<file path="src/design/tcc_pkg.sv">
// Purpose: Constants and types for the timer capture and compare block.
// Assumes: AHB-Lite word registers with the 8-bit value in the low bits.
// Notes: Mode sets are 16-bit masks indexed by the waveform mode field.
package tcc_pkg;
    localparam logic [7:0] OFF_CTRL_A = 8'h00;
    localparam logic [7:0] OFF_CTRL_B = 8'h04;
    localparam logic [7:0] OFF_CTRL_D = 8'h08;
    localparam logic [7:0] OFF_FORCE = 8'h0c;
    localparam logic [7:0] OFF_CNT_LO = 8'h10;
    localparam logic [7:0] OFF_CNT_HI = 8'h14;
    localparam logic [7:0] OFF_CAP_LO = 8'h18;
    localparam logic [7:0] OFF_CAP_HI = 8'h1c;
    localparam logic [7:0] OFF_CMPA_LO = 8'h20;
    localparam logic [7:0] OFF_CMPA_HI = 8'h24;
    localparam logic [7:0] OFF_CMPB_LO = 8'h28;
    localparam logic [7:0] OFF_CMPB_HI = 8'h2c;
    localparam logic [7:0] OFF_FLAGS = 8'h30;
    localparam logic [7:0] OFF_IRQ_EN = 8'h34;
    localparam logic [7:0] OFF_COMP_CTRL = 8'h38;
    localparam int BIT_COM_A = 6;
    localparam int BIT_COM_B = 4;
    localparam int BIT_WGM_LO = 0;
    localparam int BIT_FILT_EN = 7;
    localparam int BIT_EDGE_RISE = 6;
    localparam int BIT_WGM_HI = 3;
    localparam int BIT_PSEL_A = 0;
    localparam int BIT_PSEL_B = 4;
    localparam int BIT_FORCE_A = 7;
    localparam int BIT_FORCE_B = 6;
    localparam int BIT_FLAG_CAP = 5;
    localparam int BIT_FLAG_A = 1;
    localparam int BIT_FLAG_B = 2;
    localparam int BIT_CAP_SEL = 2;
    localparam logic [15:0] MODES_PWM = 16'hcfee;
    localparam logic [15:0] MODES_CAP_TOP = 16'h5500;
    localparam logic [15:0] MODES_A_TOP = 16'h8a10;
    localparam logic [15:0] MODES_DUAL = 16'h0f0e;
    localparam logic [15:0] MODES_UPD_TOP = 16'h0c0e;
    localparam logic [15:0] MODES_TOP_8 = 16'h0022;
    localparam logic [15:0] MODES_TOP_9 = 16'h0044;
    localparam logic [15:0] MODES_TOP_10 = 16'h0088;
    localparam logic [15:0] TOP_8 = 16'h00ff;
    localparam logic [15:0] TOP_9 = 16'h01ff;
    localparam logic [15:0] TOP_10 = 16'h03ff;
    localparam logic [15:0] TOP_MAX = 16'hffff;
    localparam logic [7:0] RST_BYTE = 8'h00;
    localparam logic [15:0] RST_WORD = 16'h0000;
    localparam logic [1:0] COM_OFF = 2'h0;
    localparam logic [1:0] COM_TOGGLE = 2'h1;
    localparam logic [1:0] COM_CLEAR = 2'h2;
    localparam logic [1:0] COM_SET = 2'h3;

    typedef struct packed {
        logic [3:0] wgm;
        logic [1:0] com_a;
        logic [1:0] com_b;
        logic filt_en;
        logic edge_rise;
        logic psel_a;
        logic psel_b;
        logic cap_sel;
    } tcc_ctrl_t;
endpackage

</file>
<file path="src/design/tcc_top.sv">
// Purpose: Input capture and two output compare channels of a 16-bit timer.
// Assumes: All inputs synchronous to clk_sys_i; timer_tick_i is the prescaled tick.
// Notes: Registers sit on AHB-Lite; reads take one wait state, writes none.
//
// The implementer's own choices: the register offsets and register access over AHB-Lite.
`timescale 1ns/1ps
module tcc_top #(
    parameter int FILT_LEN = 4
) (
    input wire logic clk_sys_i,
    input wire logic resetn_i,
    input wire logic hsel_i,
    input wire logic [31:0] haddr_i,
    input wire logic [1:0] htrans_i,
    input wire logic hwrite_i,
    input wire logic [2:0] hsize_i,
    input wire logic [31:0] hwdata_i,
    input wire logic hready_i,
    output logic [31:0] hrdata_o,
    output logic hreadyout_o,
    output logic hresp_o,
    input wire logic timer_tick_i,
    input wire logic capture_input_pin_i,
    input wire logic comparator_output_i,
    input wire logic [1:0] port_out_i,
    input wire logic [2:0] irq_ack_i,
    output logic [1:0] compare_output_pin_o,
    output logic [1:0] pin_override_o,
    output logic [2:0] irq_req_o
);
    generate
        if (FILT_LEN < 2 || FILT_LEN > 8) begin : g_bad_filt
            $error("FILT_LEN must lie between 2 and 8.");
        end
    endgenerate

    logic [7:0] ctl_a_q, ctl_b_q, ctl_d_q, comp_q, irq_en_q, temp_q;
    logic [15:0] counter_q, capture_q, top;
    logic [15:0] cmp_q [2];
    logic [15:0] buf_q [2];
    logic [2:0] flag_q, flag_set, flag_clr;
    logic [1:0] oc_q, match, force_ev;
    logic [7:0] addr_q;
    logic wr_pend_q, rd_pend_q, down_q, block_q, at_top, top_hit, upd_ev, cnt_wr;
    logic [FILT_LEN-1:0] samp_q;
    logic filt_q, prev_q, level, cap_ev;
    logic [31:0] rdata;
    tcc_pkg::tcc_ctrl_t ctl;

    assign ctl.wgm = {ctl_b_q[tcc_pkg::BIT_WGM_HI+:2], ctl_a_q[tcc_pkg::BIT_WGM_LO+:2]};
    assign ctl.com_a = ctl_a_q[tcc_pkg::BIT_COM_A+:2];
    assign ctl.com_b = ctl_a_q[tcc_pkg::BIT_COM_B+:2];
    assign ctl.filt_en = ctl_b_q[tcc_pkg::BIT_FILT_EN];
    assign ctl.edge_rise = ctl_b_q[tcc_pkg::BIT_EDGE_RISE];
    assign ctl.psel_a = ctl_d_q[tcc_pkg::BIT_PSEL_A];
    assign ctl.psel_b = ctl_d_q[tcc_pkg::BIT_PSEL_B];
    assign ctl.cap_sel = comp_q[tcc_pkg::BIT_CAP_SEL];

    function automatic logic in_set(input logic [15:0] set, input logic [3:0] m);
        return set[m];
    endfunction

    // Bus address phase and one-wait-state read handshake.
    logic addr_ph;
    assign addr_ph = hsel_i && htrans_i[1] && hready_i;

    always_ff @(posedge clk_sys_i or negedge resetn_i) begin
        if (!resetn_i) begin
            wr_pend_q <= 1'b0;
            rd_pend_q <= 1'b0;
            addr_q <= tcc_pkg::RST_BYTE;
            hreadyout_o <= 1'b1;
            hresp_o <= 1'b0;
        end else begin
            wr_pend_q <= addr_ph && hwrite_i;
            rd_pend_q <= addr_ph && !hwrite_i;
            hreadyout_o <= !(addr_ph && !hwrite_i);
            hresp_o <= 1'b0;
            if (addr_ph) begin
                addr_q <= (haddr_i[31:8] == 24'h00_0000) ? haddr_i[7:0] : 8'hff;
            end
        end
    end

    function automatic logic wen(input logic p, input logic [7:0] a, input logic [7:0] o);
        return p && (a == o);
    endfunction

    assign cnt_wr = wen(wr_pend_q, addr_q, tcc_pkg::OFF_CNT_LO);

    // Compare reads return the stored value directly, never the shared latch.
    always_comb begin
        rdata = 32'h0000_0000;
        case (addr_q)
            tcc_pkg::OFF_CTRL_A: rdata[7:0] = ctl_a_q;
            tcc_pkg::OFF_CTRL_B: rdata[7:0] = ctl_b_q;
            tcc_pkg::OFF_CTRL_D: rdata[7:0] = ctl_d_q;
            tcc_pkg::OFF_CNT_LO: rdata[7:0] = counter_q[7:0];
            tcc_pkg::OFF_CNT_HI: rdata[7:0] = temp_q;
            tcc_pkg::OFF_CAP_LO: rdata[7:0] = capture_q[7:0];
            tcc_pkg::OFF_CAP_HI: rdata[7:0] = temp_q;
            tcc_pkg::OFF_CMPA_LO: rdata[7:0] = in_set(tcc_pkg::MODES_PWM, ctl.wgm) ?
                buf_q[0][7:0] : cmp_q[0][7:0];
            tcc_pkg::OFF_CMPA_HI: rdata[7:0] = in_set(tcc_pkg::MODES_PWM, ctl.wgm) ?
                buf_q[0][15:8] : cmp_q[0][15:8];
            tcc_pkg::OFF_CMPB_LO: rdata[7:0] = in_set(tcc_pkg::MODES_PWM, ctl.wgm) ?
                buf_q[1][7:0] : cmp_q[1][7:0];
            tcc_pkg::OFF_CMPB_HI: rdata[7:0] = in_set(tcc_pkg::MODES_PWM, ctl.wgm) ?
                buf_q[1][15:8] : cmp_q[1][15:8];
            tcc_pkg::OFF_FLAGS: begin
                rdata[tcc_pkg::BIT_FLAG_CAP] = flag_q[0];
                rdata[tcc_pkg::BIT_FLAG_A] = flag_q[1];
                rdata[tcc_pkg::BIT_FLAG_B] = flag_q[2];
            end
            tcc_pkg::OFF_IRQ_EN: rdata[7:0] = irq_en_q;
            tcc_pkg::OFF_COMP_CTRL: rdata[7:0] = comp_q;
            default: rdata = 32'h0000_0000;
        endcase
    end

    always_ff @(posedge clk_sys_i or negedge resetn_i) begin
        if (!resetn_i) begin
            hrdata_o <= 32'h0000_0000;
        end else if (rd_pend_q) begin
            hrdata_o <= rdata;
        end
    end

    // Control registers.
    always_ff @(posedge clk_sys_i or negedge resetn_i) begin
        if (!resetn_i) begin
            ctl_a_q <= tcc_pkg::RST_BYTE;
            ctl_b_q <= tcc_pkg::RST_BYTE;
            ctl_d_q <= tcc_pkg::RST_BYTE;
            comp_q <= tcc_pkg::RST_BYTE;
            irq_en_q <= tcc_pkg::RST_BYTE;
        end else begin
            if (wen(wr_pend_q, addr_q, tcc_pkg::OFF_CTRL_A)) ctl_a_q <= hwdata_i[7:0];
            if (wen(wr_pend_q, addr_q, tcc_pkg::OFF_CTRL_B)) ctl_b_q <= hwdata_i[7:0];
            if (wen(wr_pend_q, addr_q, tcc_pkg::OFF_CTRL_D)) ctl_d_q <= hwdata_i[7:0];
            if (wen(wr_pend_q, addr_q, tcc_pkg::OFF_COMP_CTRL)) comp_q <= hwdata_i[7:0];
            if (wen(wr_pend_q, addr_q, tcc_pkg::OFF_IRQ_EN)) irq_en_q <= hwdata_i[7:0];
        end
    end

    // Shared high-byte latch: loaded by high writes and by low reads of live values.
    always_ff @(posedge clk_sys_i or negedge resetn_i) begin
        if (!resetn_i) begin
            temp_q <= tcc_pkg::RST_BYTE;
        end else if (wr_pend_q && (addr_q == tcc_pkg::OFF_CNT_HI || addr_q == tcc_pkg::OFF_CAP_HI
                     || addr_q == tcc_pkg::OFF_CMPA_HI || addr_q == tcc_pkg::OFF_CMPB_HI)) begin
            temp_q <= hwdata_i[7:0];
        end else if (wen(rd_pend_q, addr_q, tcc_pkg::OFF_CNT_LO)) begin
            temp_q <= counter_q[15:8];
        end else if (wen(rd_pend_q, addr_q, tcc_pkg::OFF_CAP_LO)) begin
            temp_q <= capture_q[15:8];
        end
    end

    // Top value by mode; channel A or the capture register may define it.
    always_comb begin
        if (in_set(tcc_pkg::MODES_A_TOP, ctl.wgm)) top = cmp_q[0];
        else if (in_set(tcc_pkg::MODES_CAP_TOP, ctl.wgm)) top = capture_q;
        else if (in_set(tcc_pkg::MODES_TOP_8, ctl.wgm)) top = tcc_pkg::TOP_8;
        else if (in_set(tcc_pkg::MODES_TOP_9, ctl.wgm)) top = tcc_pkg::TOP_9;
        else if (in_set(tcc_pkg::MODES_TOP_10, ctl.wgm)) top = tcc_pkg::TOP_10;
        else top = tcc_pkg::TOP_MAX;
    end

    assign at_top = (counter_q == top) && !down_q;
    assign top_hit = timer_tick_i && at_top && !block_q;

    // Counter with write priority over clear and count.
    always_ff @(posedge clk_sys_i or negedge resetn_i) begin
        if (!resetn_i) begin
            counter_q <= tcc_pkg::RST_WORD;
            down_q <= 1'b0;
        end else if (cnt_wr) begin
            counter_q <= {temp_q, hwdata_i[7:0]};
        end else if (timer_tick_i) begin
            if (in_set(tcc_pkg::MODES_DUAL, ctl.wgm)) begin
                if (!down_q && top_hit) begin
                    down_q <= 1'b1;
                    counter_q <= counter_q - 16'h0001;
                end else if (down_q && counter_q == tcc_pkg::RST_WORD) begin
                    down_q <= 1'b0;
                    counter_q <= counter_q + 16'h0001;
                end else begin
                    counter_q <= down_q ? counter_q - 16'h0001 : counter_q + 16'h0001;
                end
            end else begin
                down_q <= 1'b0;
                counter_q <= top_hit ? tcc_pkg::RST_WORD : counter_q + 16'h0001;
            end
        end
    end

    // A counter write blocks matches up to and including the next timer tick.
    always_ff @(posedge clk_sys_i or negedge resetn_i) begin
        if (!resetn_i) begin
            block_q <= 1'b0;
        end else if (cnt_wr) begin
            block_q <= 1'b1;
        end else if (timer_tick_i) begin
            block_q <= 1'b0;
        end
    end

    // Buffer transfer point: bottom for dual-slope modes outside MODES_UPD_TOP, top otherwise.
    always_comb begin
        if (in_set(tcc_pkg::MODES_UPD_TOP, ctl.wgm)) upd_ev = top_hit;
        else if (in_set(tcc_pkg::MODES_DUAL, ctl.wgm))
            upd_ev = timer_tick_i && down_q && counter_q == tcc_pkg::RST_WORD;
        else upd_ev = top_hit;
        upd_ev = upd_ev && in_set(tcc_pkg::MODES_PWM, ctl.wgm);
    end

    // Compare registers and their buffers for both channels.
    always_ff @(posedge clk_sys_i or negedge resetn_i) begin
        if (!resetn_i) begin
            for (int i = 0; i < 2; i++) begin
                cmp_q[i] <= tcc_pkg::RST_WORD;
                buf_q[i] <= tcc_pkg::RST_WORD;
            end
        end else begin
            for (int i = 0; i < 2; i++) begin
                if (wen(wr_pend_q, addr_q, i == 0 ? tcc_pkg::OFF_CMPA_LO : tcc_pkg::OFF_CMPB_LO)) begin
                    buf_q[i] <= {temp_q, hwdata_i[7:0]};
                    if (!in_set(tcc_pkg::MODES_PWM, ctl.wgm)) begin
                        cmp_q[i] <= {temp_q, hwdata_i[7:0]};
                    end
                end
                if (upd_ev) begin
                    cmp_q[i] <= buf_q[i];
                end
            end
        end
    end

    always_comb begin
        for (int i = 0; i < 2; i++) begin
            match[i] = timer_tick_i && !block_q && (counter_q == cmp_q[i]);
        end
        force_ev[0] = wen(wr_pend_q, addr_q, tcc_pkg::OFF_FORCE) && hwdata_i[tcc_pkg::BIT_FORCE_A]
            && !in_set(tcc_pkg::MODES_PWM, ctl.wgm);
        force_ev[1] = wen(wr_pend_q, addr_q, tcc_pkg::OFF_FORCE) && hwdata_i[tcc_pkg::BIT_FORCE_B]
            && !in_set(tcc_pkg::MODES_PWM, ctl.wgm);
    end

    // Output state: mode bits are read live at each match.
    function automatic logic oc_next(input logic cur, input logic [1:0] com,
                                     input logic [3:0] m, input logic hit, input logic top_ev,
                                     input logic dn);
        logic r;
        r = cur;
        if (!in_set(tcc_pkg::MODES_PWM, m)) begin
            if (hit) begin
                case (com)
                    tcc_pkg::COM_TOGGLE: r = !cur;
                    tcc_pkg::COM_CLEAR: r = 1'b0;
                    tcc_pkg::COM_SET: r = 1'b1;
                    default: r = cur;
                endcase
            end
        end else if (com[1]) begin
            if (in_set(tcc_pkg::MODES_DUAL, m)) begin
                if (hit) r = dn ^ com[0];
            end else if (hit) begin
                r = !com[0];
            end else if (top_ev) begin
                r = com[0];
            end
        end
        return r;
    endfunction

    always_ff @(posedge clk_sys_i or negedge resetn_i) begin
        if (!resetn_i) begin
            oc_q <= 2'b00;
        end else begin
            // Mode changes alone never touch the state.
            oc_q[0] <= oc_next(oc_q[0], ctl.com_a, ctl.wgm, match[0] || force_ev[0], top_hit,
                               down_q);
            oc_q[1] <= oc_next(oc_q[1], ctl.com_b, ctl.wgm, match[1] || force_ev[1], top_hit,
                               down_q);
        end
    end

    // Pin source: waveform when mode bits are nonzero and the pin select is set.
    always_ff @(posedge clk_sys_i or negedge resetn_i) begin
        if (!resetn_i) begin
            compare_output_pin_o <= 2'b00;
            pin_override_o <= 2'b00;
        end else begin
            pin_override_o[0] <= (ctl.com_a != tcc_pkg::COM_OFF) && ctl.psel_a;
            pin_override_o[1] <= (ctl.com_b != tcc_pkg::COM_OFF) && ctl.psel_b;
            compare_output_pin_o[0] <= ((ctl.com_a != tcc_pkg::COM_OFF) && ctl.psel_a) ?
                oc_q[0] : port_out_i[0];
            compare_output_pin_o[1] <= ((ctl.com_b != tcc_pkg::COM_OFF) && ctl.psel_b) ?
                oc_q[1] : port_out_i[1];
        end
    end

    // Capture input: source select, FILT_LEN-sample filter and edge detector.
    always_ff @(posedge clk_sys_i or negedge resetn_i) begin
        if (!resetn_i) begin
            samp_q <= '0;
            filt_q <= 1'b0;
            prev_q <= 1'b0;
        end else begin
            samp_q <= {samp_q[FILT_LEN-2:0],
                       ctl.cap_sel ? comparator_output_i : capture_input_pin_i};
            if (&samp_q) filt_q <= 1'b1;
            else if (~|samp_q) filt_q <= 1'b0;
            prev_q <= level;
        end
    end

    assign level = ctl.filt_en ? filt_q : samp_q[0];
    assign cap_ev = !in_set(tcc_pkg::MODES_CAP_TOP, ctl.wgm) &&
        (ctl.edge_rise ? (level && !prev_q) : (!level && prev_q));

    always_ff @(posedge clk_sys_i or negedge resetn_i) begin
        if (!resetn_i) begin
            capture_q <= tcc_pkg::RST_WORD;
        end else if (cap_ev) begin
            capture_q <= counter_q;
        end else if (wen(wr_pend_q, addr_q, tcc_pkg::OFF_CAP_LO) &&
                     in_set(tcc_pkg::MODES_CAP_TOP, ctl.wgm)) begin
            capture_q <= {temp_q, hwdata_i[7:0]};
        end
    end

    // Flags: set wins over write-one clear and interrupt acknowledge.
    assign flag_set = {match[1], match[0], cap_ev};
    assign flag_clr = irq_ack_i | ({3{wen(wr_pend_q, addr_q, tcc_pkg::OFF_FLAGS)}} &
        {hwdata_i[tcc_pkg::BIT_FLAG_B], hwdata_i[tcc_pkg::BIT_FLAG_A],
         hwdata_i[tcc_pkg::BIT_FLAG_CAP]});

    always_ff @(posedge clk_sys_i or negedge resetn_i) begin
        if (!resetn_i) begin
            flag_q <= 3'b000;
            irq_req_o <= 3'b000;
        end else begin
            flag_q <= flag_set | (flag_q & ~flag_clr);
            irq_req_o <= flag_q & ~flag_clr & {irq_en_q[tcc_pkg::BIT_FLAG_B],
                irq_en_q[tcc_pkg::BIT_FLAG_A], irq_en_q[tcc_pkg::BIT_FLAG_CAP]};
        end
    end
endmodule // tcc_top

</file>
<file path="config.mk">
export PLATFORM = sky130hd
export DESIGN_NAME = tcc_top
export DESIGN_NICKNAME = d
export VERILOG_FILES = /design/src/design/tcc_pkg.sv /design/src/design/tcc_top.sv
export SDC_FILE = /design/constraint.sdc
export NUM_CORES = 1
export LEC_CHECK = 0
export BUFFER_PORTS_ARGS = -buffer_cell sky130_fd_sc_hd__buf_2
export CAP_MARGIN = 10
export CORE_ASPECT_RATIO = 1.2
export CORE_MARGIN = 1.5
export CORE_UTILIZATION = 40
export CTS_CLUSTER_DIAMETER = 60
export CTS_CLUSTER_SIZE = 8
export DETAILED_ROUTE_END_ITERATION = 16
export PLACE_DENSITY = 0.6
export REMOVE_ABC_BUFFERS = 1
export SETUP_SLACK_MARGIN = 0.02
export SLEW_MARGIN = 20
export SYNTH_ARGS = -nofsm -noshare
export SYNTH_HDL_FRONTEND = slang
export SYNTH_SLANG_ARGS = --single-unit
</file>
<file path="constraint.sdc">
create_clock -name clk_sys_i -period 4.3 [get_ports clk_sys_i]
set_clock_uncertainty 0.05 [all_clocks]
set_input_delay 0.86 -clock clk_sys_i [delete_from_list [all_inputs] [get_ports clk_sys_i]]
set_output_delay 0.86 -clock clk_sys_i [all_outputs]
set_load 0.02 [all_outputs]
</file>
Word level (Yosys, flattened, before mapping)
Memory sizes are Yosys's and may differ from the RTL's.
Index checks and enable logic that the tools add are counted.
{ "word_totals": {"rom_bits": 128, "memories": 8, "register_bits": 183, "elab_cells": 228} }
{ "classes": {"muxes": 70, "reduce_logical": 80, "eq_ne": 30, "n_lt_le_gt_ge": 1, "bitwise_logic": 9, "add_sub_neg": 2} }
{ "mem_list": {"columns": ["name", "depth", "word_bits", "read_ports", "rd_ports_with_merged_regs", "wr", "line", "rtl"], "rows": [
  ["(no name shown)", 16, 1, 1, 0, 0, "tcc_top.sv:60", "return set[m];"],
  ["(no name shown)", 16, 1, 1, 0, 0, "tcc_top.sv:60", null],
  ["(no name shown)", 16, 1, 1, 0, 0, "tcc_top.sv:60", null],
  ["(no name shown)", 16, 1, 1, 0, 0, "tcc_top.sv:60", null],
  ["(no name shown)", 16, 1, 1, 0, 0, "tcc_top.sv:60", null],
  ["(no name shown)", 16, 1, 1, 0, 0, "tcc_top.sv:60", null],
  ["+2 memories", null, null, null, null, null, null, null]
]} }
{ "op_table": {"columns": ["op", "count"], "rows": [
  ["$mux W16", 19],
  ["$mux W8", 8],
  ["$eq A8 B6 Y1 const B", 7],
  ["$eq A16 B16 Y1", 3],
  ["$pmux W2 S12", 2],
  ["$logic_and A1 B1 Y1", 39],
  ["$mux W1", 36],
  ["$eq A8 B5 Y1 const B", 4],
  ["$pmux W2 S13", 1],
  ["$logic_not A24 Y1", 1],
  ["$reduce_bool A2 Y1", 10],
  ["$add A16 B1 Y16 const B", 1],
  ["$eq A8 B4 Y1 const B", 2],
  ["$logic_not A16 Y1", 1],
  ["$sub A16 B1 Y16 const B", 1],
  ["$pmux W1 S13", 1],
  ["$logic_not A1 Y1", 12],
  ["$pmux W1 S12", 1],
  ["$reduce_and A5 Y1", 2],
  ["$and A3 B3 Y3", 3],
  ["$eq A2 B2 Y1 const B", 4],
  ["$eq A8 B3 Y1 const B", 1],
  ["$logic_not A8 Y1", 1],
  ["$ne A2 B2 Y1 const B", 4],
  ["other kinds (17)", 28]
]} }

Longest topological paths before layout
Gate-level depths: netlist of run 1.
{ "logic_depth": {"word_depth": 16, "ltp_mapped": 13, "mapped_depth_nobuf": 11} }

Worst setup path before layout of run 1
No wires, ideal clock.
{ "synth_timing": {"path_kind": "register to register", "startpoint": "register ctl_a_q[0]", "endpoint": "register oc_q[0]", "path_stages_with_launch": 13, "path_slack_ns": 1.215, "setup_time_ns": 0.087, "arrival_time_ns": 2.948, "cell_sequence": "dfrtp_1 -> or2_1 -> buf_2 -> a211o_1 -> nand4_1 -> nand4_1 -> or4_1 -> or3_4 -> buf_6 -> buf_6 -> o31ai_4 -> o31ai_1 -> a22oi_1"} }
{ "synth_between": {"elab_chain_cells": 13, "elab_cells_between_ends": 36} }
{ "synth_lines": {"columns": ["element", "line", "rtl"], "rows": [
  ["start: declaration", "tcc_top.sv:37", "logic [7:0] ctl_a_q, ctl_b_q, ctl_d_q, comp_q, irq_en_q, temp_q;"],
  ["start signal: assignment", "tcc_top.sv:132", "ctl_a_q <= tcc_pkg::RST_BYTE;"],
  ["start signal: assignment", "tcc_top.sv:138", "if (wen(wr_pend_q, addr_q, tcc_pkg::OFF_CTRL_A)) ctl_a_q <= hwdata_i[7:0];"],
  ["$mem_v2 Z16 W1", null, null],
  ["$mux W1 (not written as such)", "tcc_top.sv:60", null],
  ["$mux W16", "tcc_top.sv:166", "else if (in_set(tcc_pkg::MODES_TOP_10, ctl.wgm)) top = tcc_pkg::TOP_10;"],
  ["$mux W16", "tcc_top.sv:165", "else if (in_set(tcc_pkg::MODES_TOP_9, ctl.wgm)) top = tcc_pkg::TOP_9;"],
  ["$mux W16", "tcc_top.sv:164", "else if (in_set(tcc_pkg::MODES_TOP_8, ctl.wgm)) top = tcc_pkg::TOP_8;"],
  ["$mux W16", "tcc_top.sv:163", "else if (in_set(tcc_pkg::MODES_CAP_TOP, ctl.wgm)) top = capture_q;"],
  ["$mux W16", "tcc_top.sv:162", "if (in_set(tcc_pkg::MODES_A_TOP, ctl.wgm)) top = cmp_q[0];"],
  ["$eq A16 B16 Y1", "tcc_top.sv:170", "assign at_top = (counter_q == top) && !down_q;"],
  ["$logic_and A1 B1 Y1", "tcc_top.sv:170", null],
  ["$logic_and A1 B1 Y1 (2 in a row)", "tcc_top.sv:171", "assign top_hit = timer_tick_i && at_top && !block_q;"],
  ["$reduce_bool A2 Y1 (no line)", null, null],
  ["$reduce_and A5 Y1 (no line)", null, null],
  ["end signal: assignment", "tcc_top.sv:282", "oc_q[0] <= oc_next(oc_q[0], ctl.com_a, ctl.wgm, match[0] || force_ev[0], top_hit,"],
  ["end: declaration", "tcc_top.sv:42", "logic [1:0] oc_q, match, force_ev;"]
]} }
Several ways; a longest one is shown, not always the timed one. The select of a mux whose other input is x is not followed.
A chain may end at the register's enable or synchronous reset.

Worst setup path in the final report of run 1
{ "layout_timing": {"startpoint": "register counter_q[1]", "endpoint": "register counter_q[6]"} }
{ "layout_between": {"elab_chain_cells": 9, "elab_cells_between_ends": 16} }
{ "layout_lines": {"columns": ["element", "line", "rtl"], "rows": [
  ["start: declaration", "tcc_top.sv:38", "logic [15:0] counter_q, capture_q, top;"],
  ["start signal: assignment", "tcc_top.sv:176", "counter_q <= tcc_pkg::RST_WORD;"],
  ["start signal: assignment", "tcc_top.sv:179", "counter_q <= {temp_q, hwdata_i[7:0]};"],
  ["start signal: assignment", "tcc_top.sv:184", "counter_q <= counter_q - 16'h0001;"],
  ["parallel branches: the longest is 6 deep, another holds $add A16 B1 Y16", null, null],
  ["$mux W16 (*)", "tcc_top.sv:181", "if (in_set(tcc_pkg::MODES_DUAL, ctl.wgm)) begin"],
  ["$mux W16 (*)", "tcc_top.sv:180", "end else if (timer_tick_i) begin"],
  ["$mux W16 (*)", "tcc_top.sv:178", "end else if (cnt_wr) begin"]
]} }
Mark *: on every way between the ends. The select of a mux whose other input is x is not followed.

==> results of run 1 <==
-- synth_stat cells, drive strengths merged (24+ instances only) --
library cell / number
clkbuf: 64
nand2b: 24
o21ai: 76
nor2: 71
nand2: 110
mux2i: 55
nand3: 34
a21oi: 52
dfrtp: 182
mux2: 78
a22oi: 47
inv: 44
buf: 48
-- worst reg2reg max path, cell delays in order, from the launching register on --
cell and delay [ns]:
sky130_fd_sc_hd__dfrtp_1 0.41, sky130_fd_sc_hd__buf_4 0.22, sky130_fd_sc_hd__inv_1 0.14, sky130_fd_sc_hd__ha_1 0.22, sky130_fd_sc_hd__or3b_2 0.51, sky130_fd_sc_hd__nor4_1 0.44, sky130_fd_sc_hd__nand3_1 0.36, sky130_fd_sc_hd__nand2_1 0.19
sky130_fd_sc_hd__nor2_1 0.24, sky130_fd_sc_hd__nor2_1 0.45, sky130_fd_sc_hd__a22oi_1 0.12, sky130_fd_sc_hd__o311ai_0 0.28
-- cells by family after synthesis --
logic type | share of synthesized area
compound gates | 0.196
xor+xnor | 0.0307
fa+ha+maj | 0.00674
buf+inv | 0.0666
flops | 0.411
mux | 0.130
other cells | 0.000336
simple gates | 0.159
-- worst paths after layout --
path,depth (start not counted),to,startpoint
max,11,counter_q[6],counter_q[1]
min,0,samp_q[3],samp_q[2]
max reg2reg,11,counter_q[6],counter_q[1]
min reg2reg,0,samp_q[3],samp_q[2]
max in group asynchronous,2,hreadyout_o,resetn_i
min in group asynchronous,1,irq_req_o[0],resetn_i
-- power groups by stage --
stage / Combinational [uW] / Sequential [uW] / Clock (uW)
floorplan: 483 / 2030 / 0
global route: 920 / 2020 / 1780
CTS: 832 / 2000 / 1710
finish: 845 / 2010 / 1690
detailed placement: 829 / 2040 / 0
global placement: 814 / 2030 / 0
-- layout by cell type (no fill, tap or decap), types with 20 or more instances in the layout --
master	instances
sky130_fd_sc_hd__a21oi_1	49
sky130_fd_sc_hd__a22oi_1	47
sky130_fd_sc_hd__buf_2	68
sky130_fd_sc_hd__buf_4	43
sky130_fd_sc_hd__conb_1	25
sky130_fd_sc_hd__dfrtp_1	182
sky130_fd_sc_hd__inv_1	43
sky130_fd_sc_hd__mux2_2	78
sky130_fd_sc_hd__mux2i_1	55
sky130_fd_sc_hd__nand2_1	110
sky130_fd_sc_hd__nand2b_1	23
sky130_fd_sc_hd__nand3_1	34
sky130_fd_sc_hd__nor2_1	70
sky130_fd_sc_hd__nor3_1	20
sky130_fd_sc_hd__nor4_1	20
sky130_fd_sc_hd__o21ai_0	73
sky130_fd_sc_hd__xor2_1	21
-- stage by stage --
stage,hold WS (ns),std cells
floorplan,0.317,1101
global placement,0.326,1555
detailed placement,0.339,1555
CTS,0.353,1587
global route,0.377,1587
finish,0.350,1587
-- registers in the layout (all words and copies together), names as in the netlist, 2 cells and up --
register and count:
buf_q 32, cmp_q 32, capture_q 16, counter_q 16
addr_q 8, comp_q 8, ctl_a_q 8, ctl_b_q 8
ctl_d_q 8, hrdata_o 8, irq_en_q 8, temp_q 8
samp_q 4, flag_q 3, irq_req_o 3, compare_output_pin_o 2
oc_q 2, pin_override_o 2
-- routing by layer --
metal | track usage | routed length [um] | up-vias
met5 | 0 | 0 | -
met4 | 0.151 | 2150 | 0
met3 | 0.0435 | 2040 | 97
met2 | 0.419 | 16900 | 412
met1 | 0.322 | 15300 | 4883
li1 | - | - | 4422
-- cell type report --
cell class,count,area share
Multi-Input combinational cell,874,0.477
Sequential cell,183,0.368
Timing Repair Buffer,114,0.0576
Clock buffer,18,0.0353
Tap cell,340,0.0342
Clock inverter,14,0.0152
Inverter,44,0.0133
==> impl_metrics.xml, run 1 <==
<?xml version="1.0" encoding="UTF-8"?>
<metrics>
  <group name="sta">
    <metric name="grt_setup_unrepaired" unit="">false</metric>
    <metric name="final_critical_path_setup_slack" unit="ns">0.583</metric>
    <metric name="relSlewSlack" unit="">0.281</metric>
    <metric name="timing.final.max_slew_violations" unit="">0</metric>
    <metric name="achievable_clock_frequency" unit="MHz">269</metric>
    <metric name="report.final.setup_viol" unit="">0</metric>
    <metric name="period_minus_slack" unit="ns">3.72</metric>
    <metric name="timing_hold_violations_final" unit="">0</metric>
    <metric name="final_min_period_over_clock_period" unit="">0.864</metric>
    <metric name="fin_setup_tns" unit="ns">0</metric>
    <metric name="worstMarginPinSlew" unit="ns">1.07</metric>
  </group>
  <group name="cts">
    <metric name="cts_hold_repair.buffers" unit="">0</metric>
    <metric name="cts_htree_levels" unit="">4</metric>
    <metric name="tritoncts_clock_tree" unit="">done</metric>
    <metric name="clock-root-buffer" unit="">sky130_fd_sc_hd__clkbuf_16</metric>
    <metric name="cts_max_path_buffers" unit="">2</metric>
    <metric name="cts.reportedPaths.clkPinSlew" unit="ns">0.07</metric>
    <metric name="cts_resized" unit="">0</metric>
    <metric name="cts_post_setup_buffers_inserted" unit="">0</metric>
    <metric name="numCtsBuffers" unit="">17</metric>
    <metric name="clock_latency" unit="ns">0.45</metric>
    <metric name="tritoncts_num_sinks" unit="">183</metric>
  </group>
  <group name="place">
    <metric name="gpl.final_weighted_congestion" unit="">0.965</metric>
    <metric name="detailed_place.area" unit="sq um">11800</metric>
    <metric name="buffer_ports.inserted" unit="">69</metric>
    <metric name="detailedPlacementHpwl" unit="um">25700</metric>
    <metric name="dp_slack" unit="ns">0.594</metric>
  </group>
  <group name="drt">
    <metric name="antenna_left" unit="">0</metric>
    <metric name="routed_wirelength" unit="um">36400</metric>
    <metric name="detailroute.via_count" unit="">9814</metric>
    <metric name="firstDrtPassIters" unit="">5</metric>
    <metric name="drt_iter0_drc" unit="">768</metric>
    <metric name="wl_per_cell" unit="um">22.9</metric>
    <metric name="drc" unit="">0</metric>
    <metric name="avgViaCountPerCell" unit="">6.18</metric>
  </group>
  <group name="pwr">
    <metric name="power_density" unit="nW/um^2">365</metric>
    <metric name="switchingPower" unit="uW">1420</metric>
    <metric name="power_leakage" unit="uW">0.00518</metric>
    <metric name="clk_network_pwr_share" unit="">0.372</metric>
    <metric name="power.total" unit="uW">4540</metric>
    <metric name="power.share.sequential" unit="">0.442</metric>
    <metric name="power.switching_fraction" unit="">0.312</metric>
    <metric name="power.ir.vdd_worst" unit="V">0.000293</metric>
    <metric name="cellInternalPower" unit="uW">3130</metric>
    <metric name="power.share.combinational" unit="">0.186</metric>
  </group>
  <group name="worst_setup_path">
    <metric name="worst-path-buf-inv" unit="">2</metric>
    <metric name="endpoint_kind" unit="">register</metric>
    <metric name="worst_setup_path_start_kind" unit="">register</metric>
    <metric name="timing.setup.critical_path_class" unit="">register to register</metric>
    <metric name="setup.reg_to_reg.worst_slack" unit="ns">0.58</metric>
    <metric name="worstPathArrival" unit="ns">4.01</metric>
    <metric name="critical_path.top_delay_family" unit="">simple AND/OR/NAND/NOR gates</metric>
    <metric name="timing.critical_path.slowest_stage_cell" unit="">sky130_fd_sc_hd__or3b_2</metric>
    <metric name="path_cells" unit="">buf_4 -&gt; inv_1 -&gt; ha_1 -&gt; or3b_2 -&gt; nor4_1 -&gt; nand3_1 -&gt; nand2_1 -&gt; nor2_1 -&gt; nor2_1 -&gt; a22oi_1 -&gt; o311ai_0</metric>
    <metric name="critical_path_max_stage_delay" unit="ns">0.51</metric>
    <metric name="cpMostUsedCell" unit="">sky130_fd_sc_hd__nor2_1</metric>
    <metric name="worst-endpoint-required" unit="ns">4.59</metric>
    <metric name="critical_path_peak_fanout" unit="">16</metric>
  </group>
  <group name="global_routing">
    <metric name="grt_pass1_wl" unit="um">55800</metric>
    <metric name="track_usage" unit="">0.257</metric>
    <metric name="grt-ovfl-total" unit="">0</metric>
    <metric name="grt_max_degree" unit="">88</metric>
    <metric name="antenna_found_initial" unit="">0</metric>
    <metric name="first_global_vias" unit="">9229</metric>
  </group>
  <group name="finish">
    <metric name="num-fill-cells" unit="">2565</metric>
    <metric name="fin_nets" unit="">1322</metric>
    <metric name="stdcell_area" unit="sq um">12500</metric>
    <metric name="finish.utilization" unit="">0.457</metric>
    <metric name="area_growth" unit="%">11.7</metric>
    <metric name="multiInputGateArea" unit="sq um">5930</metric>
    <metric name="n_antenna_cell" unit="">0</metric>
    <metric name="ff_latch_area" unit="sq um">4580</metric>
    <metric name="post_route_cells_drive_above_1_share" unit="">0.200</metric>
  </group>
  <group name="synthesis">
    <metric name="number_of_enable_flip_flop_cells_after_synthesis" unit="">0</metric>
    <metric name="synthesis.area_per_instance" unit="sq um">9.37</metric>
    <metric name="synthesis.area" unit="sq um">11100</metric>
    <metric name="netlist_instances" unit="">1189</metric>
    <metric name="synthesis.yosys.warnings" unit="">0</metric>
    <metric name="synth_ff_type" unit="">sky130_fd_sc_hd__dfrtp_1</metric>
    <metric name="ys_ff_latch" unit="">183</metric>
    <metric name="share_of_synthesized_area_occupied_by_flip_flops_and_latches" unit="">0.411</metric>
    <metric name="netlist-cell-type-count" unit="">79</metric>
    <metric name="netlist.area_leader.share" unit="">0.409</metric>
    <metric name="post_synth_main_area_contributors" unit="">sky130_fd_sc_hd__dfrtp_1, sky130_fd_sc_hd__mux2_2, sky130_fd_sc_hd__mux2i_1</metric>
    <metric name="synth.largest_area_cell" unit="">sky130_fd_sc_hd__dfrtp_1</metric>
    <metric name="ys_async_sr_fraction" unit="">1.00</metric>
  </group>
  <group name="min_path">
    <metric name="hold_path_class" unit="">register to register</metric>
  </group>
  <group name="floorplan">
    <metric name="design.portCount" unit="">123</metric>
    <metric name="start_util" unit="">0.409</metric>
    <metric name="placement_rows" unit="">66</metric>
    <metric name="die_area" unit="sq um">28900</metric>
    <metric name="floorplan.core_area" unit="sq um">27300</metric>
    <metric name="floorplan.die.width" unit="um">155</metric>
    <metric name="fp.dieH" unit="um">186</metric>
  </group>
  <group name="run">
    <metric name="maxCapViolCount" unit="">0</metric>
  </group>
  <group name="run_status">
    <metric name="outcome" unit="">completed</metric>
  </group>
</metrics>
Power figures use the tool's default switching activity.
==> run 2, diff against run 1 <==
BUFFER_PORTS_ARGS = -buffer_cell sky130_fd_sc_hd__clkbuf_2   (was -buffer_cell sky130_fd_sc_hd__buf_2)
==> impl_metrics.xml, run 2 (synthesis results as in run 1) <==
<?xml version="1.0" encoding="UTF-8"?>
<metrics>
  <group name="sta">
    <metric name="report.final.setup_viol" unit="">0</metric>
    <metric name="period_minus_slack" unit="ns">3.66</metric>
    <metric name="timing.final.max_slew_violations" unit="">0</metric>
    <metric name="timing_hold_violations_final" unit="">0</metric>
    <metric name="worstMarginPinSlew" unit="ns">1.13</metric>
    <metric name="achievable_clock_frequency" unit="MHz">273</metric>
    <metric name="fin_setup_tns" unit="ns">0</metric>
    <metric name="final_min_period_over_clock_period" unit="">0.851</metric>
    <metric name="grt_setup_unrepaired" unit="">false</metric>
    <metric name="relSlewSlack" unit="">0.244</metric>
  </group>
  <group name="global_routing">
    <metric name="track_usage" unit="">0.260</metric>
    <metric name="grt_max_degree" unit="">83</metric>
    <metric name="first_global_vias" unit="">9474</metric>
    <metric name="antenna_found_initial" unit="">1</metric>
    <metric name="grt-ovfl-total" unit="">0</metric>
    <metric name="grt_pass1_wl" unit="um">56600</metric>
  </group>
  <group name="cts">
    <metric name="cts_post_setup_buffers_inserted" unit="">0</metric>
    <metric name="tritoncts_clock_tree" unit="">done</metric>
    <metric name="clock-root-buffer" unit="">sky130_fd_sc_hd__clkbuf_16</metric>
    <metric name="cts.reportedPaths.clkPinSlew" unit="ns">0.07</metric>
    <metric name="cts_max_path_buffers" unit="">2</metric>
    <metric name="numCtsBuffers" unit="">17</metric>
    <metric name="cts_htree_levels" unit="">4</metric>
    <metric name="tritoncts_num_sinks" unit="">183</metric>
    <metric name="cts_resized" unit="">0</metric>
    <metric name="clock_latency" unit="ns">0.44</metric>
    <metric name="cts_hold_repair.buffers" unit="">0</metric>
  </group>
  <group name="finish">
    <metric name="finish.utilization" unit="">0.456</metric>
    <metric name="mostFrequentLayoutCell" unit="">sky130_fd_sc_hd__dfrtp_1</metric>
    <metric name="stdcell_area" unit="sq um">12400</metric>
    <metric name="final_cell_mix" unit="">sky130_fd_sc_hd__dfrtp_1, sky130_fd_sc_hd__nand2_1, sky130_fd_sc_hd__mux2_2, sky130_fd_sc_hd__o21ai_0, sky130_fd_sc_hd__nor2_1</metric>
    <metric name="largestRegisters" unit="">buf_q x32, cmp_q x32</metric>
    <metric name="post_route_cells_drive_above_1_share" unit="">0.199</metric>
    <metric name="fin_nets" unit="">1324</metric>
    <metric name="area_growth" unit="%">11.6</metric>
  </group>
  <group name="worst_setup_path">
    <metric name="worst_setup_path_start_kind" unit="">register</metric>
    <metric name="critical_path_max_stage_delay" unit="ns">0.78</metric>
    <metric name="worstPathArrival" unit="ns">3.97</metric>
    <metric name="critical_path_peak_fanout" unit="">20</metric>
    <metric name="path_cells" unit="">inv_1 -&gt; a2111oi_0 -&gt; a311o_1 -&gt; nand3_1 -&gt; or4_1 -&gt; or3_4 -&gt; o21ai_0 -&gt; buf_4 -&gt; a222oi_1 -&gt; o21ai_0</metric>
    <metric name="timing.setup.critical_path_class" unit="">register to register</metric>
    <metric name="endpoint_kind" unit="">register</metric>
    <metric name="worst-endpoint-required" unit="ns">4.61</metric>
    <metric name="cpMostUsedCell" unit="">sky130_fd_sc_hd__o21ai_0</metric>
    <metric name="setup.reg_to_reg.worst_slack" unit="ns">0.64</metric>
    <metric name="timing.critical_path.slowest_stage_cell" unit="">sky130_fd_sc_hd__a2111oi_0</metric>
  </group>
  <group name="floorplan">
    <metric name="design.portCount" unit="">123</metric>
    <metric name="placement_rows" unit="">66</metric>
    <metric name="floorplan.die.width" unit="um">155</metric>
    <metric name="start_util" unit="">0.409</metric>
    <metric name="die_area" unit="sq um">28900</metric>
    <metric name="floorplan.core_area" unit="sq um">27300</metric>
    <metric name="fp.dieH" unit="um">186</metric>
  </group>
  <group name="pwr">
    <metric name="power.ir.vdd_worst" unit="V">0.000289</metric>
    <metric name="power_leakage" unit="uW">0.00518</metric>
    <metric name="power_density" unit="nW/um^2">359</metric>
  </group>
  <group name="place">
    <metric name="detailedPlacementHpwl" unit="um">25900</metric>
    <metric name="detailed_place.area" unit="sq um">11800</metric>
    <metric name="buffer_ports.inserted" unit="">69</metric>
    <metric name="gpl.final_weighted_congestion" unit="">0.990</metric>
  </group>
  <group name="run_status">
    <metric name="outcome" unit="">completed</metric>
  </group>
  <group name="run">
    <metric name="maxCapViolCount" unit="">0</metric>
  </group>
  <group name="drt">
    <metric name="firstDrtPassIters" unit="">8</metric>
    <metric name="drc" unit="">0</metric>
    <metric name="antenna_left" unit="">0</metric>
    <metric name="detailroute.via_count" unit="">9659</metric>
    <metric name="routed_wirelength" unit="um">36100</metric>
    <metric name="avgViaCountPerCell" unit="">6.07</metric>
    <metric name="wl_per_cell" unit="um">22.7</metric>
    <metric name="drt_iter0_drc" unit="">698</metric>
  </group>
  <group name="min_path">
    <metric name="hold_path_class" unit="">register to register</metric>
  </group>
</metrics>
[run 2: cell type report]
type                    instances  area, sq um
diodes                          1         2.50
clock buffers                  21          460
clock inverters                11          138
fillers                      2624        14800
inverters                      44          165
multi-input cells             874         5930
flip-flops and latches        183         4580
well taps                     340          425
repair buffers                116          732
[run 2: through the flow]
| step | setup slack, ns | power [uW] | instances | hold WS [ns] |
|---|---|---|---|---|
| 6_report | 0.641 | 4470 | 1590 | 0.356 |
| 5_1_grt | 0.433 | 4670 | 1590 | 0.362 |
| 4_1_cts | 0.654 | 4480 | 1589 | 0.352 |
| 3_5_place_dp | 0.620 | 2870 | 1557 | 0.336 |
| 3_3_place_gp | 0.693 | 2850 | 1557 | 0.326 |
| 2_1_floorplan | 0.323 | 2510 | 1101 | 0.317 |
[run 2: worst max-delay path: cells and delay by family, from the launching register on]
kind,cells,cell delay [ns]
AO/OA/AOI/OAI,5,1.67
AND/OR/NAND/NOR,3,1.13
flip-flops,1,0.40
buffers and inverters,2,0.33
[run 2: worst paths after layout]
path,start,endpoint,cells past startpoint
max,cmp_q[23],counter_q[15],10
max in group asynchronous,resetn_i,temp_q[0],2
max reg2reg,cmp_q[23],counter_q[15],10
min,samp_q[2],samp_q[3],0
min reg2reg,samp_q[2],samp_q[3],0
min in group asynchronous,resetn_i,samp_q[2],1
[run 2: report_power, final]
group          leakage, uW  switching (uW)  internal [uW]
logic              0.00279             501            333
registers          0.00211             169           1850
clock network     0.000289             716            902
total              0.00518            1390           3080
[run 2: layer usage]
layer / vias up / track usage / share of wire
met2: 361 / 0.423 / 0.47
met4: 0 / 0.147 / 0.055
li1: 4409 / - / -
met3: 78 / 0.0331 / 0.049
met1: 4811 / 0.334 / 0.43
met5: - / 0 / 0
